--- src/core/rsdc_pkg.sv ---
// constants for the rotor stall detection configuration block
package rsdc_pkg;

	// ------------------------------------------------------------
	// register port and map
	// ------------------------------------------------------------
	localparam int          ADDR_W            = 12;
	localparam int          DATA_W            = 32;
	localparam logic [11:0] OFS_CFG_SHADOW    = 12'h46D;
	localparam logic [11:0] OFS_THR_SHADOW    = 12'h46E;
	localparam logic [11:0] OFS_CFG_NVM       = 12'h4CD;
	localparam logic [11:0] OFS_THR_NVM       = 12'h4CE;
	localparam logic [11:0] OFS_STATUS        = 12'h47F;
	localparam logic [31:0] RESET_VALUE       = 32'h0000_0000;

	// ------------------------------------------------------------
	// configuration register fields
	// ------------------------------------------------------------
	localparam int OL_CMD_LSB        = 4;
	localparam int OL_CMD_W          = 7;
	localparam int OL_TH_LSB         = 11;
	localparam int OL_TH_W           = 6;
	localparam int BEMF_TH_LSB       = 17;
	localparam int BEMF_TH_W         = 4;
	localparam int CRIT_LSB          = 21;
	localparam int CRIT_W            = 3;
	localparam int BLANK_LSB         = 24;
	localparam int BLANK_W           = 2;
	localparam int SYNC_TOUT_LSB     = 26;
	localparam int SYNC_TOUT_W       = 4;
	localparam int FLT_DIS_BIT       = 30;
	localparam int FLT_START_DIS_BIT = 31;

	// ------------------------------------------------------------
	// threshold and password register fields
	// ------------------------------------------------------------
	localparam int DET_TIME_LSB      = 2;
	localparam int DET_TIME_W        = 4;
	localparam int HIGH_TH_LSB       = 6;
	localparam int HIGH_TH_W         = 3;
	localparam int LOW_TH_LSB        = 9;
	localparam int LOW_TH_W          = 3;
	localparam int SPEED_TH_LSB      = 12;
	localparam int SPEED_TH_W        = 4;
	localparam int PASSWORD_LSB      = 16;
	localparam int PASSWORD_W        = 16;
	localparam logic [15:0] PASSWORD_NONE_LO = 16'h0000;
	localparam logic [15:0] PASSWORD_NONE_HI = 16'hFFFF;

	// criteria select bits
	localparam int CRIT_VQ_BIT       = 0;
	localparam int CRIT_FREQ_BIT     = 1;
	localparam int CRIT_BEMF_BIT     = 2;

	// ------------------------------------------------------------
	// scaling: percentages in 1/1024 percent units
	// ------------------------------------------------------------
	localparam int          PCT_W         = 17;
	localparam logic [16:0] OL_CMD_BASE   = 17'h06400; // 25 %
	localparam logic [16:0] OL_CMD_STEP   = 17'h00258; // 0.5859375 %
	localparam logic [16:0] OL_TH_BASE    = 17'h0C800; // 50 %
	localparam logic [16:0] OL_TH_STEP    = 17'h00320; // 0.78125 %
	localparam int          BEMF_SHIFT    = 7;  // 0.78125 % = 1/128
	localparam int          EIGHTH_SHIFT  = 3;  // 12.5 % = 1/8
	localparam int          SPEED_SHIFT   = 10; // 0.09765625 % = 1/1024
	localparam logic [4:0]  HIGH_TH_BASE  = 5'h09; // 100 % + one step

	// ------------------------------------------------------------
	// velocity loop update window exponents
	// ------------------------------------------------------------
	localparam int          CNT_W         = 24;
	localparam logic [4:0]  SYNC_EXP_BASE = 5'h08;
	localparam logic [4:0]  DET_EXP_BASE  = 5'h06;

	typedef enum logic [1:0] {
		RSDC_IDLE,
		RSDC_BLANK,
		RSDC_MONITOR,
		RSDC_STALLED
	} rsdc_state_t;

endpackage : rsdc_pkg

--- src/core/rsdc_vlu_counter.sv ---
// counter of velocity loop updates against a target window
`timescale 1ns/100ps

module rsdc_vlu_counter
(
	input  wire logic                     ref_clk,
	input  wire logic                     rst_n,
	input  wire logic                     clear,
	input  wire logic                     tick,
	input  wire logic [rsdc_pkg::CNT_W-1:0] target,
	output logic                          done
);

	logic [rsdc_pkg::CNT_W-1:0] count;
	logic [rsdc_pkg::CNT_W-1:0] next_count;
	wire                        reached = (count >= target);

	// ------------------------------------------------------------
	// count saturates once the window is reached
	// ------------------------------------------------------------
	assign next_count = clear ? '0 :
		(tick && !reached) ? count + 1'b1 : count;
	assign done = reached;

	always_ff @(posedge ref_clk or negedge rst_n)
	begin
		if (!rst_n)
			count <= '0;
		else
			count <= next_count;
	end

endmodule : rsdc_vlu_counter

--- src/core/rsdc_top.sv ---
// rotor stall detection configuration, decision and fault pin logic
`timescale 1ns/100ps

module rsdc_top
(
	input  wire logic                        ref_clk,
	input  wire logic                        rst_n,
	input  wire logic [rsdc_pkg::ADDR_W-1:0] reg_addr,
	input  wire logic                        reg_wr,
	input  wire logic                        reg_rd,
	input  wire logic [rsdc_pkg::DATA_W-1:0] reg_wdata,
	output logic [rsdc_pkg::DATA_W-1:0]      reg_rdata,
	output logic                             reg_rvalid,
	output logic                             reg_wr_refused,
	input  wire logic                        nvm_load,
	input  wire logic                        password_unlocked,
	input  wire logic                        motor_running,
	input  wire logic                        motor_startup,
	input  wire logic                        rotor_synced,
	input  wire logic                        velocity_loop_update,
	input  wire logic                        stall_clear,
	input  wire logic                        external_fault,
	input  wire logic                        invert_enable,
	input  wire logic [15:0]                 vq_estimate,
	input  wire logic [15:0]                 vq_reference,
	input  wire logic [15:0]                 speed_estimate,
	input  wire logic [15:0]                 max_speed,
	input  wire logic [15:0]                 backemf_estimate,
	input  wire logic [15:0]                 backemf_reference,
	output logic                             open_loop_applied,
	output logic [rsdc_pkg::PCT_W-1:0]       forced_open_loop_command,
	output logic [rsdc_pkg::PCT_W-1:0]       forced_open_loop_threshold,
	output logic                             stall_detected,
	output logic                             rotor_sync_timed_out,
	output logic                             password_protected,
	output logic                             fault_output_pin_n
);

	// ------------------------------------------------------------
	// helpers
	// ------------------------------------------------------------
	function automatic logic [rsdc_pkg::CNT_W-1:0] pow2_count
	(
		input logic [4:0] exponent
	);
		pow2_count = rsdc_pkg::CNT_W'(1) << exponent;
	endfunction : pow2_count

	// true when value*2^shift lies below ref*mult
	function automatic logic scaled_below
	(
		input logic [15:0] value,
		input logic [15:0] ref_value,
		input logic [4:0]  mult,
		input logic [3:0]  shift
	);
		logic [31:0] lhs;
		logic [31:0] rhs;
		lhs = 32'(value) << shift;
		rhs = 32'(ref_value) * 32'(mult);
		scaled_below = (lhs < rhs);
	endfunction : scaled_below

	// ------------------------------------------------------------
	// registers
	// ------------------------------------------------------------
	logic [31:0]                   cfg_shadow;
	logic [31:0]                   thr_shadow;
	logic [31:0]                   cfg_nvm;
	logic [31:0]                   thr_nvm;
	rsdc_pkg::rsdc_state_t         state;
	rsdc_pkg::rsdc_state_t         next_state;

	wire hit_cfg_sh  = (reg_addr == rsdc_pkg::OFS_CFG_SHADOW);
	wire hit_thr_sh  = (reg_addr == rsdc_pkg::OFS_THR_SHADOW);
	wire hit_cfg_nvm = (reg_addr == rsdc_pkg::OFS_CFG_NVM);
	wire hit_thr_nvm = (reg_addr == rsdc_pkg::OFS_THR_NVM);
	wire hit_status  = (reg_addr == rsdc_pkg::OFS_STATUS);

	// ------------------------------------------------------------
	// password protection of stored data
	// ------------------------------------------------------------
	wire [15:0] password = thr_nvm[rsdc_pkg::PASSWORD_LSB +:
		rsdc_pkg::PASSWORD_W];
	wire protect_on = (password != rsdc_pkg::PASSWORD_NONE_LO) &&
		(password != rsdc_pkg::PASSWORD_NONE_HI);
	wire nvm_hit      = hit_cfg_nvm || hit_thr_nvm;
	wire nvm_blocked  = protect_on && !password_unlocked;
	wire nvm_wr_ok    = reg_wr && nvm_hit && !nvm_blocked;
	wire next_refused = reg_wr && nvm_hit && nvm_blocked;

	// ------------------------------------------------------------
	// register write and load paths
	// ------------------------------------------------------------
	// a bus write wins over a load in the same cycle
	wire [31:0] next_cfg_shadow =
		(reg_wr && hit_cfg_sh) ? reg_wdata :
		nvm_load ? cfg_nvm : cfg_shadow;
	wire [31:0] next_thr_shadow =
		(reg_wr && hit_thr_sh) ? reg_wdata :
		nvm_load ? thr_nvm : thr_shadow;
	wire [31:0] next_cfg_nvm =
		(nvm_wr_ok && hit_cfg_nvm) ? reg_wdata :
		cfg_nvm;
	wire [31:0] next_thr_nvm =
		(nvm_wr_ok && hit_thr_nvm) ? reg_wdata :
		thr_nvm;

	always_ff @(posedge ref_clk or negedge rst_n)
	begin
		if (!rst_n)
		begin
			cfg_shadow <= rsdc_pkg::RESET_VALUE;
			thr_shadow <= rsdc_pkg::RESET_VALUE;
			cfg_nvm    <= rsdc_pkg::RESET_VALUE;
			thr_nvm    <= rsdc_pkg::RESET_VALUE;
		end
		else
		begin
			cfg_shadow <= next_cfg_shadow;
			thr_shadow <= next_thr_shadow;
			cfg_nvm    <= next_cfg_nvm;
			thr_nvm    <= next_thr_nvm;
		end
	end

	// ------------------------------------------------------------
	// field extraction from the shadow copy
	// ------------------------------------------------------------
	wire [6:0] ol_cmd_n   = cfg_shadow[rsdc_pkg::OL_CMD_LSB +:
		rsdc_pkg::OL_CMD_W];
	wire [5:0] ol_th_n    = cfg_shadow[rsdc_pkg::OL_TH_LSB +:
		rsdc_pkg::OL_TH_W];
	wire [3:0] bemf_n     = cfg_shadow[rsdc_pkg::BEMF_TH_LSB +:
		rsdc_pkg::BEMF_TH_W];
	wire [2:0] criteria   = cfg_shadow[rsdc_pkg::CRIT_LSB +:
		rsdc_pkg::CRIT_W];
	wire [1:0] blank_n    = cfg_shadow[rsdc_pkg::BLANK_LSB +:
		rsdc_pkg::BLANK_W];
	wire [3:0] sync_n     = cfg_shadow[rsdc_pkg::SYNC_TOUT_LSB +:
		rsdc_pkg::SYNC_TOUT_W];
	wire       flt_dis    = cfg_shadow[rsdc_pkg::FLT_DIS_BIT];
	wire       flt_st_dis = cfg_shadow[rsdc_pkg::FLT_START_DIS_BIT];
	wire [3:0] det_n      = thr_shadow[rsdc_pkg::DET_TIME_LSB +:
		rsdc_pkg::DET_TIME_W];
	wire [2:0] high_n     = thr_shadow[rsdc_pkg::HIGH_TH_LSB +:
		rsdc_pkg::HIGH_TH_W];
	wire [2:0] low_n      = thr_shadow[rsdc_pkg::LOW_TH_LSB +:
		rsdc_pkg::LOW_TH_W];
	wire [3:0] speed_n    = thr_shadow[rsdc_pkg::SPEED_TH_LSB +:
		rsdc_pkg::SPEED_TH_W];

	// ------------------------------------------------------------
	// forced open-loop command and threshold
	// ------------------------------------------------------------
	wire [16:0] ol_cmd_steps = 17'(ol_cmd_n) + 17'h00001;
	wire [16:0] ol_th_steps  = 17'(ol_th_n) + 17'h00001;
	wire [16:0] ol_cmd_delta = 17'(ol_cmd_steps * rsdc_pkg::OL_CMD_STEP);
	wire [16:0] ol_th_delta  = 17'(ol_th_steps * rsdc_pkg::OL_TH_STEP);
	wire        next_ol_applied = (ol_cmd_n != 7'h00);
	wire [16:0] next_ol_cmd = next_ol_applied ?
		rsdc_pkg::OL_CMD_BASE + ol_cmd_delta : 17'h00000;
	wire [16:0] next_ol_th = invert_enable ?
		rsdc_pkg::OL_TH_BASE - ol_th_delta :
		rsdc_pkg::OL_TH_BASE + ol_th_delta;

	// ------------------------------------------------------------
	// stall criteria
	// ------------------------------------------------------------
	wire [4:0] high_mult  = rsdc_pkg::HIGH_TH_BASE + 5'(high_n);
	wire [4:0] low_mult   = 5'(low_n) + 5'h01;
	wire [4:0] speed_mult = 5'(speed_n) + 5'h01;
	wire [4:0] bemf_mult  = 5'(bemf_n) + 5'h01;

	wire vq_high = !scaled_below(vq_estimate, vq_reference,
		high_mult, 4'(rsdc_pkg::EIGHTH_SHIFT)) &&
		(32'(vq_estimate) << rsdc_pkg::EIGHTH_SHIFT) !=
		32'(vq_reference) * 32'(high_mult);
	wire vq_low = scaled_below(vq_estimate, vq_reference, low_mult,
		4'(rsdc_pkg::EIGHTH_SHIFT));
	wire speed_low = scaled_below(speed_estimate, max_speed, speed_mult,
		4'(rsdc_pkg::SPEED_SHIFT));
	wire bemf_low = scaled_below(backemf_estimate, backemf_reference,
		bemf_mult, 4'(rsdc_pkg::BEMF_SHIFT));

	wire detect_enabled = (criteria != 3'h0);
	wire violation =
		(criteria[rsdc_pkg::CRIT_VQ_BIT] && (vq_high || vq_low)) ||
		(criteria[rsdc_pkg::CRIT_FREQ_BIT] && speed_low) ||
		(criteria[rsdc_pkg::CRIT_BEMF_BIT] && bemf_low);

	// ------------------------------------------------------------
	// windows in velocity loop updates
	// ------------------------------------------------------------
	wire [23:0] sync_target  = pow2_count(5'(sync_n) +
		rsdc_pkg::SYNC_EXP_BASE);
	wire [23:0] blank_target = sync_target >> blank_n;
	wire [23:0] det_target   = pow2_count(5'(det_n) +
		rsdc_pkg::DET_EXP_BASE);

	wire blank_done;
	wire sync_done;
	wire det_done;
	wire blank_clear = (state != rsdc_pkg::RSDC_BLANK);
	wire det_clear   = (state != rsdc_pkg::RSDC_MONITOR) ||
		(velocity_loop_update && !violation);
	wire sync_clear  = !motor_running || rotor_synced;

	rsdc_vlu_counter u_blank
	(
		.ref_clk (ref_clk),
		.rst_n   (rst_n),
		.clear   (blank_clear),
		.tick    (velocity_loop_update),
		.target  (blank_target),
		.done    (blank_done)
	);

	rsdc_vlu_counter u_detect
	(
		.ref_clk (ref_clk),
		.rst_n   (rst_n),
		.clear   (det_clear),
		.tick    (velocity_loop_update),
		.target  (det_target),
		.done    (det_done)
	);

	rsdc_vlu_counter u_sync
	(
		.ref_clk (ref_clk),
		.rst_n   (rst_n),
		.clear   (sync_clear),
		.tick    (velocity_loop_update),
		.target  (sync_target),
		.done    (sync_done)
	);

	// ------------------------------------------------------------
	// stall decision sequence
	// ------------------------------------------------------------
	always_comb
	begin
		next_state = state;
		unique case (state)
			rsdc_pkg::RSDC_IDLE:
				if (motor_running && detect_enabled)
					next_state = rsdc_pkg::RSDC_BLANK;
			rsdc_pkg::RSDC_BLANK:
				if (blank_done)
					next_state = rsdc_pkg::RSDC_MONITOR;
			rsdc_pkg::RSDC_MONITOR:
				if (det_done)
					next_state = rsdc_pkg::RSDC_STALLED;
			rsdc_pkg::RSDC_STALLED:
				if (stall_clear)
					next_state = rsdc_pkg::RSDC_IDLE;
		endcase
		if (!motor_running || !detect_enabled)
			next_state = rsdc_pkg::RSDC_IDLE;
	end

	wire next_stall   = (next_state == rsdc_pkg::RSDC_STALLED);
	wire next_sync_to = motor_running && !rotor_synced && sync_done;
	wire fault_event  = next_stall || next_sync_to || external_fault;
	wire next_pin_n   = !((fault_event && !flt_dis) ||
		(motor_startup && !flt_st_dis));

	// ------------------------------------------------------------
	// register reads
	// ------------------------------------------------------------
	wire [31:0] status_word = {26'h0000000, protect_on,
		rotor_sync_timed_out, stall_detected,
		1'b0, state};
	wire [31:0] next_rdata = !reg_rd ? reg_rdata :
		hit_cfg_sh  ? cfg_shadow :
		hit_thr_sh  ? thr_shadow :
		hit_cfg_nvm ? cfg_nvm :
		hit_thr_nvm ? thr_nvm :
		hit_status  ? status_word : 32'h0000_0000;

	// ------------------------------------------------------------
	// output and state flops
	// ------------------------------------------------------------
	always_ff @(posedge ref_clk or negedge rst_n)
	begin
		if (!rst_n)
			state <= rsdc_pkg::RSDC_IDLE;
		else
			state <= next_state;
	end

	always_ff @(posedge ref_clk or negedge rst_n)
	begin
		if (!rst_n)
		begin
			reg_rdata      <= 32'h0000_0000;
			reg_rvalid     <= 1'b0;
			reg_wr_refused <= 1'b0;
		end
		else
		begin
			reg_rdata      <= next_rdata;
			reg_rvalid     <= reg_rd;
			reg_wr_refused <= next_refused;
		end
	end

	always_ff @(posedge ref_clk or negedge rst_n)
	begin
		if (!rst_n)
		begin
			open_loop_applied          <= 1'b0;
			forced_open_loop_command   <= 17'h00000;
			forced_open_loop_threshold <= 17'h00000;
			stall_detected             <= 1'b0;
			rotor_sync_timed_out       <= 1'b0;
			password_protected         <= 1'b0;
			fault_output_pin_n         <= 1'b1;
		end
		else
		begin
			open_loop_applied          <= next_ol_applied;
			forced_open_loop_command   <= next_ol_cmd;
			forced_open_loop_threshold <= next_ol_th;
			stall_detected             <= next_stall;
			rotor_sync_timed_out       <= next_sync_to;
			password_protected         <= protect_on;
			fault_output_pin_n         <= next_pin_n;
		end
	end

endmodule : rsdc_top

--- config.mk ---
export PLATFORM = sky130hd
export DESIGN_NAME = rsdc_top
export DESIGN_NICKNAME = d
export VERILOG_FILES = /design/src/core/rsdc_pkg.sv /design/src/core/rsdc_vlu_counter.sv /design/src/core/rsdc_top.sv
export SDC_FILE = /design/constraint.sdc
export NUM_CORES = 1
export LEC_CHECK = 0
export BUFFER_PORTS_ARGS = -buffer_cell sky130_fd_sc_hd__buf_2
export CORE_AREA = 3 3 243 245
export CTS_CLUSTER_SIZE = 28
export DETAILED_ROUTE_END_ITERATION = 8
export DIE_AREA = 0 0 246 248
export PLACE_DENSITY = 0.67
export SYNTH_ARGS = -nofsm -noshare
export SYNTH_HDL_FRONTEND = slang
export SYNTH_HIERARCHICAL = 1
export SYNTH_SLANG_ARGS = --single-unit
export TNS_END_PERCENT = 1
--- constraint.sdc ---
create_clock -name ref_clk -period 19.4 [get_ports ref_clk]
set_input_delay 3.88 -clock ref_clk [delete_from_list [all_inputs] [get_ports ref_clk]]
set_output_delay 3.88 -clock ref_clk [all_outputs]
set_load 0.02 [all_outputs]
# Word-level counts from Yosys, hierarchy flattened
# Cells that the tools add are included.
[op_classes]
n_addsub = 14
multipliers = 6
magnitude_cmp = 7
eq_ne = 13
n_shift = 3
mux = 23
n_reduce_logical = 54
[ops]
columns = ["operator", "count"]
rows = [
  ["$mux 32", 8],
  ["$mux 24", 6],
  ["$add 24x1->24 const B", 3],
  ["$ge 24x24->1", 3],
  ["$mul 16x5->21", 3],
  ["$eq 12x11->1 const B", 5],
  ["$shl 1x5->24 const A", 2],
  ["$mux 17", 2],
  ["$lt 26x21->1", 1],
  ["$shr 24x2->24", 1],
  ["$lt 23x21->1", 1],
  ["$logic_and 1x1->1", 22],
  ["$lt 19x21->1", 1],
  ["$ne 19x21->1", 1],
  ["$lt 19x20->1", 1],
  ["$mul 16x4->20", 1],
  ["$add 15x17->17 const A", 1],
  ["$add 16x17->17 const A", 1],
  ["$sub 16x17->17 const A", 1],
  ["$ne 16x16->1 const B", 1],
  ["$reduce_bool 16->1", 1],
  ["$mul 8x7->14 const B", 1],
  ["$logic_not 1->1", 13],
  ["$mul 7x5->12 const B", 1],
  ["19 further kinds", 39],
]
[totals]
regBits = 275
inputBits = 153
out_inout_bits = 73
elab_cells = 138

# Longest topological paths before layout
[logic_depth]
depth_word = 13
mapped_depth = 34
mapped_depth_nobuf = 30

# Hierarchy
# Netlist, hierarchy kept.
[by_module_without_submodules]
columns = ["mod", "n_inst", "cells_each", "area_each_um2"]
rows = [
  ["rsdc_top", 1, 2436, 21789.6],
  ["rsdc_vlu_counter at u_detect ...", 2, 249, 2088.3],
  ["rsdc_vlu_counter at u_blank", 1, 218, 2008.2],
]

# Worst setup path after synthesis
# Ideal clock, no wire load.
[synth_path]
path_kind = "input to register"
start = "in max_speed[1]"
end = "reg u_detect/count[0] (netlist name)"
setup_ps = 125
t_arrival_ps = 9941
required_time_ps = 19275
setup_slack_ps = 9334
stages = 27
n_path_buf = 2
cell_sequence = "and2_1 -> fa_1 -> fa_1 -> inv_1 -> fa_1 -> inv_1 -> ha_1 -> a21o_1 -> a221oi_1 -> a211oi_1 -> o21a_1 -> o21a_1 -> o211ai_1 -> o21ai_0 -> xnor2_1 -> ha_1 -> nand4_1 -> nor3_1 -> nand4_1 -> o31a_1 -> a21oi_1 -> o21ai_0 -> o41ai_2 -> clkbuf_1 -> clkbuf_1 -> nor2_1 -> mux2_2"
[synth_via]
elab_chain_len = 9
[synth_rtl]
columns = ["element", "line", "text"]
rows = [
  ["from (decl)", "rsdc_top.sv:27", "input wire logic [15:0] max_speed,"],
  ["$mul 16x5->21 *", "rsdc_top.sv:60", "rhs = 32'(ref_value) * 32'(mult);"],
  ["$lt 26x21->1 *", "rsdc_top.sv:61", "scaled_below = (lhs < rhs);"],
  ["$logic_and 1x1->1 *", "rsdc_top.sv:189", "(criteria[rsdc_pkg::CRIT_FREQ_BIT] && speed_low) ||"],
  ["$logic_or 1x1->1 *", "rsdc_top.sv:188", "(criteria[rsdc_pkg::CRIT_VQ_BIT] && (vq_high || vq_low)) ||"],
  ["$logic_or 1x1->1 *", "rsdc_top.sv:189", ""],
  ["$logic_not 1->1 *", "rsdc_top.sv:206", "(velocity_loop_update && !violation);"],
  ["$logic_and 1x1->1 *", "rsdc_top.sv:206", ""],
  ["$logic_or 1x1->1 *", "rsdc_top.sv:205", "wire det_clear = (state != rsdc_pkg::RSDC_MONITOR) ||"],
  ["net det_clear", "rsdc_top.sv:205", ""],
  ["$mux 24 or $reduce_bool 2->1 (tied branches)", "-", ""],
  ["to (signal assigned)", "rsdc_vlu_counter.sv:30", "count <= next_count;"],
  ["to (decl)", "rsdc_vlu_counter.sv:14", "logic [rsdc_pkg::CNT_W-1:0] count;"],
]
# Mark *: on every way through the listed nets, which the timed path passes. The rest lies on a longest branch.
# A chain may end at the register's enable or synchronous reset.

# Final worst setup path
[layout_path]
start = "in backemf_reference[2]"
end = "reg u_detect/count[23] (netlist name)"
[layout_via]
elab_chain_len = 8
[layout_rtl]
columns = ["element", "line", "text"]
rows = [
  ["from (decl)", "rsdc_top.sv:29", "input wire logic [15:0] backemf_reference,"],
  ["$mul 16x5->21 *", "rsdc_top.sv:60", ""],
  ["$lt 23x21->1 *", "rsdc_top.sv:61", ""],
  ["$logic_and 1x1->1 *", "rsdc_top.sv:190", "(criteria[rsdc_pkg::CRIT_BEMF_BIT] && bemf_low);"],
  ["$logic_or 1x1->1 *", "rsdc_top.sv:189", ""],
  ["$logic_not 1->1 *", "rsdc_top.sv:206", ""],
  ["$logic_and 1x1->1 *", "rsdc_top.sv:206", ""],
  ["$logic_or 1x1->1 *", "rsdc_top.sv:205", ""],
  ["net det_clear", "rsdc_top.sv:205", ""],
  ["$mux 24 or $reduce_bool 2->1 (tied branches)", "-", ""],
]
# Marks and branches as above.

==> summary by stage <==
Synth
Yosys mapped a number of flops with a built-in enable equal to 0. The area fraction of the dominant cell type after synthesis is 23.8%. The sequential share of the synthesized area is 23.9%. The cell count after synthesis came out at 3,152. Counting distinct cell types in the post-synthesis netlist gives 91. Synthesis inferred 267 register bits. The top flip-flop cell by instance count after synthesis is dfrtp_1. The mapped cell area is 28,000 µm². The cell accounting for the most synthesized area is dfrtp_1. Sorting the synthesized cells by area gives the leading types as dfrtp_1 (24%), ha_1 (14%), fa_1 (12%), inv_1 (4.9%), nor2_1 (3.7%).

The fraction of synthesis flops using an asynchronous set or reset pin is 100%. During synthesis, Yosys emitted a total of 6 warnings. The average cell area after synthesis is 8.88 µm².

Floorplan
The horizontal extent of the die is 246 µm. The die covers 61,000 µm². The initialized floorplan defines 88 standard-cell rows. The core region is 57,400 µm². The initial standard-cell utilization of the core is 48.8%.

In this run the vertical extent of the chip is 248 µm. The top-level I/O count is 226.

Power
The cell area power density is 44.5 nW/µm². The analysis attributes to net switching a power of 0.000368 W. Net switching is 26.8% of the power. The sequential share of power is 41.6%. In this run, the combinational gates consume 14.8% of the power.

The sum of internal, switching and leakage power is 0.00137 W. Per report_power, the clock group accounts for 43.6% of the total. In this run the static leakage power is 15.4 nW. The internal portion of the total power is 0.00100 W. The worst supply voltage drop on vdd is 70.0 µV.

STA
Setup repair after global routing left no endpoint under its margin. The final worst hold slack is 536 ps. The number of pins exceeding their max-slew limit in the final report came to 0. Based on the critical path, the design can be clocked at up to 0.0987 GHz. The final critical-path share of the clock period is 52.2%. The post-route setup TNS is 0 ps. The hold violation total from the final report is 0. The worst clock skew is 30.9 ps. The worst relative slew slack is 18.6%.

The minimum clock period after layout is 10,130 ps. Setup violations remaining at the end of the flow were counted as 0. For the pin with the worst max-slew slack, the measured transition is 1220 ps.

Job
The max capacitance violation total is 0.

Worst setup path
The top cell family by delay on the critical path is compound AO/OA/AOI/OAI gates. At the worst endpoint, the required time is 19,850 ps. The data arrival time at the worst-slack endpoint is 10,580 ps.

The highest-delay cell along the critical path is fa_1. The buffers plus inverters on the worst setup path is 4. The largest single stage delay on the critical path is 550 ps. The maximum fanout along the worst path is 42. The worst setup path is launched from an input pin. The worst setup path is captured at a flop. The cell count along the critical path is 27. The kind of critical path is in -> reg. The number of cells traversed by the worst register-to-register path is 28.

Final layout
The share of cells above drive strength 1 is 13.6%. The area growth from synthesis to layout is 10.3%. After the flow finishes, the layout carries non-filler instances totaling 4,118. The final layout contains 3,955 nets.

Detailed routing
In the routed design, unresolved DRC markers number 0. The total iterations of the first detailed-routing run is 6. The vias per cell is 5.45. The total wire length after detailed routing is 70.4 mm. The detailed-route via count is 22,500. The post-detailed-route count of antenna-violating nets is 0. The average wire per standard cell is 17.1 µm. The detailed router finished its first iteration with 1,241 violations.

Min path
The type of the worst min-delay path is reg -> reg. Along the worst hold path, the cell count comes to 1.

CTS
Once the clock tree was built, the resizer swapped 0 gates to a different size. After clock tree synthesis, the flow added hold-fix buffers numbering 0. The clock tree root driver cell is clkbuf_16. The clock latency reported for the late side of the worst-skew pair is 590 ps. The number of buffers on the longest clock path is 3. CTS built an H-tree with a depth of 1.

Clock tree synthesis found a total of 267 sinks. The clock buffer count from CTS is 29. TritonCTS built the clock tree. Once the clock tree was built, the setup fixing pass inserted 0 buffers. The clock transition time at the flip-flop clock pins of the worst setup and hold paths is 60 ps.

Global routing
The via count of the first global-routing pass was 21,900. The overall fraction of global-route tracks in use is 23.0%. The maximum number of pins on one net before global-route repair is 164. The first global-routing pass estimated 114 mm of wire. The number of antenna violations at the first check in global routing is 11. The total overflow left after global routing is 0.

Placed design
The detailed placer's ending HPWL is 53.5 mm. Including well taps, the total number of placed cells is 4,056. During placement, the flow inserted port buffers numbering 217. At the end of routability-driven placement, the weighted congestion stood at 0.899.

Status
The flow ran to the end, and the final reports show no timing, DRC or antenna violations.
layer usage:
metal  part of all wire, %  vias up  GRT usage, %  wire length (µm)
met5                 0.030        -             0                21
met4                   2.1        4          4.88              1470
met3                   5.2       87          3.07              3640
met2                    46      478          37.9             32500
met1                    47    10800          32.4             32700
li1                      -    11100             -                 -
power groups by stage:
stage	Combinational (W)	Sequential (W)	Clock (W)
floorplan	0.000118	0.000587	0
global placement	0.000202	0.000581	0
detailed placement	0.000203	0.000581	0
CTS	0.000204	0.000571	0.000614
global route	0.000230	0.000571	0.000636
finish	0.000203	0.000571	0.000599
per-stage QoR:
step | area [µm²] | setup slack (ps) | utilization, %
2_1_floorplan | 28000 | 9330 | -
3_3_place_gp | 29800 | 8840 | 51.9
3_5_place_dp | 29800 | 8750 | 51.9
4_1_cts | 30800 | 9300 | 53.7
5_1_grt | 30900 | 8690 | 53.8
6_report | 30900 | 9270 | 53.8
sequential cells by signal, indices dropped and copies added, names as in the netlist, 2 cells and up:
| signal | flops |
|---|---|
| state | 2 |
| reg_rdata | 32 |
| thr_shadow | 32 |
| cfg_shadow | 32 |
| forced_open_loop_threshold | 12 |
| cfg_nvm | 32 |
| u_blank/count | 24 |
| u_sync/count | 24 |
| thr_nvm | 32 |
| forced_open_loop_command | 14 |
| u_detect/count | 24 |
cell usage in the layout, fill, tap and decap left out, types with 8 or more instances in the layout:
| cell type | Yosys | routed |
|---|---|---|
| buf_4 | 8 | 23 |
| nand2b_1 | 67 | 67 |
| and3_1 | 20 | 20 |
| xor2_1 | 48 | 48 |
| o21ai_0 | 66 | 66 |
| buf_2 | 19 | 215 |
| mux2i_1 | 71 | 71 |
| nand2_1 | 206 | 204 |
| a21oi_1 | 187 | 187 |
| or4_1 | 20 | 20 |
| a211oi_1 | 14 | 14 |
| diode_2 | 0 | 9 |
| nor4b_1 | 9 | 9 |
| and2_1 | 158 | 158 |
| o31ai_1 | 16 | 16 |
| nand3_1 | 62 | 62 |
| nor3_1 | 67 | 65 |
| clkbuf_16 | 0 | 29 |
| xnor2_1 | 73 | 73 |
| or3_1 | 14 | 14 |
| o21bai_1 | 8 | 8 |
| a21o_1 | 38 | 38 |
| dfrtp_1 | 266 | 266 |
| fa_1 | 163 | 163 |
| clkbuf_8 | 0 | 9 |
| conb_1 | 1 | 21 |
| nor2_1 | 275 | 273 |
| nor4_1 | 15 | 15 |
| nor2b_1 | 90 | 90 |
| o21a_1 | 13 | 13 |
| inv_1 | 367 | 367 |
| a31oi_1 | 38 | 38 |
| o211ai_1 | 8 | 8 |
| nand4_1 | 37 | 37 |
| or2_2 | 15 | 15 |
| ha_1 | 317 | 317 |
| mux2_2 | 89 | 89 |
| a22oi_1 | 63 | 63 |
area by class of cell:
type | instances | area (µm²)
tap | 765 | 957
clock buffer | 41 | 861
clock inverter | 12 | 178
fill | 5400 | 26500
timing repair buffer | 240 | 1280
multi-input combinational | 2417 | 19500
inverter | 367 | 1380
sequential | 267 | 6680
antenna | 9 | 22.5
worst paths after layout:
path,start,to,slack (ps)
max in group asynchronous,rst_n,forced_open_loop_command[10],14580
max,backemf_reference[2],u_detect/count[23],9270
min,cfg_nvm[2],cfg_nvm[2],540
min in group asynchronous,rst_n,forced_open_loop_threshold[11],3370
max reg2reg,thr_shadow[12],u_detect/count[12],10970
min reg2reg,cfg_nvm[2],cfg_nvm[2],540
synth_stat cells, types with 48 or more instances:
master    instances
a21oi_1         187
a22oi_1          63
and2_1          158
clkbuf_1         88
dfrtp_1         266
fa_1            163
ha_1            317
inv_1           367
mux2_2           89
mux2i_1          71
nand2_1         206
nand2b_1         67
nand3_1          62
nor2_1          275
nor2b_1          90
nor3_1           67
o21ai_0          66
xnor2_1          73
xor2_1           48
cells by family after synthesis:
kind of cell / count (synthesis) / synth area share (%)
AO/OA/AOI/OAI: 523 / 12.2
other: 1 / 0.0134
flip-flops: 267 / 23.9
AND/OR/NAND/NOR: 1109 / 21.2
adder cells (fa/ha/maj): 480 / 25.8
multiplexers: 163 / 6.24
buffers and inverters: 488 / 6.85
XOR/XNOR: 121 / 3.79
(Power assumes the default switching activity.)
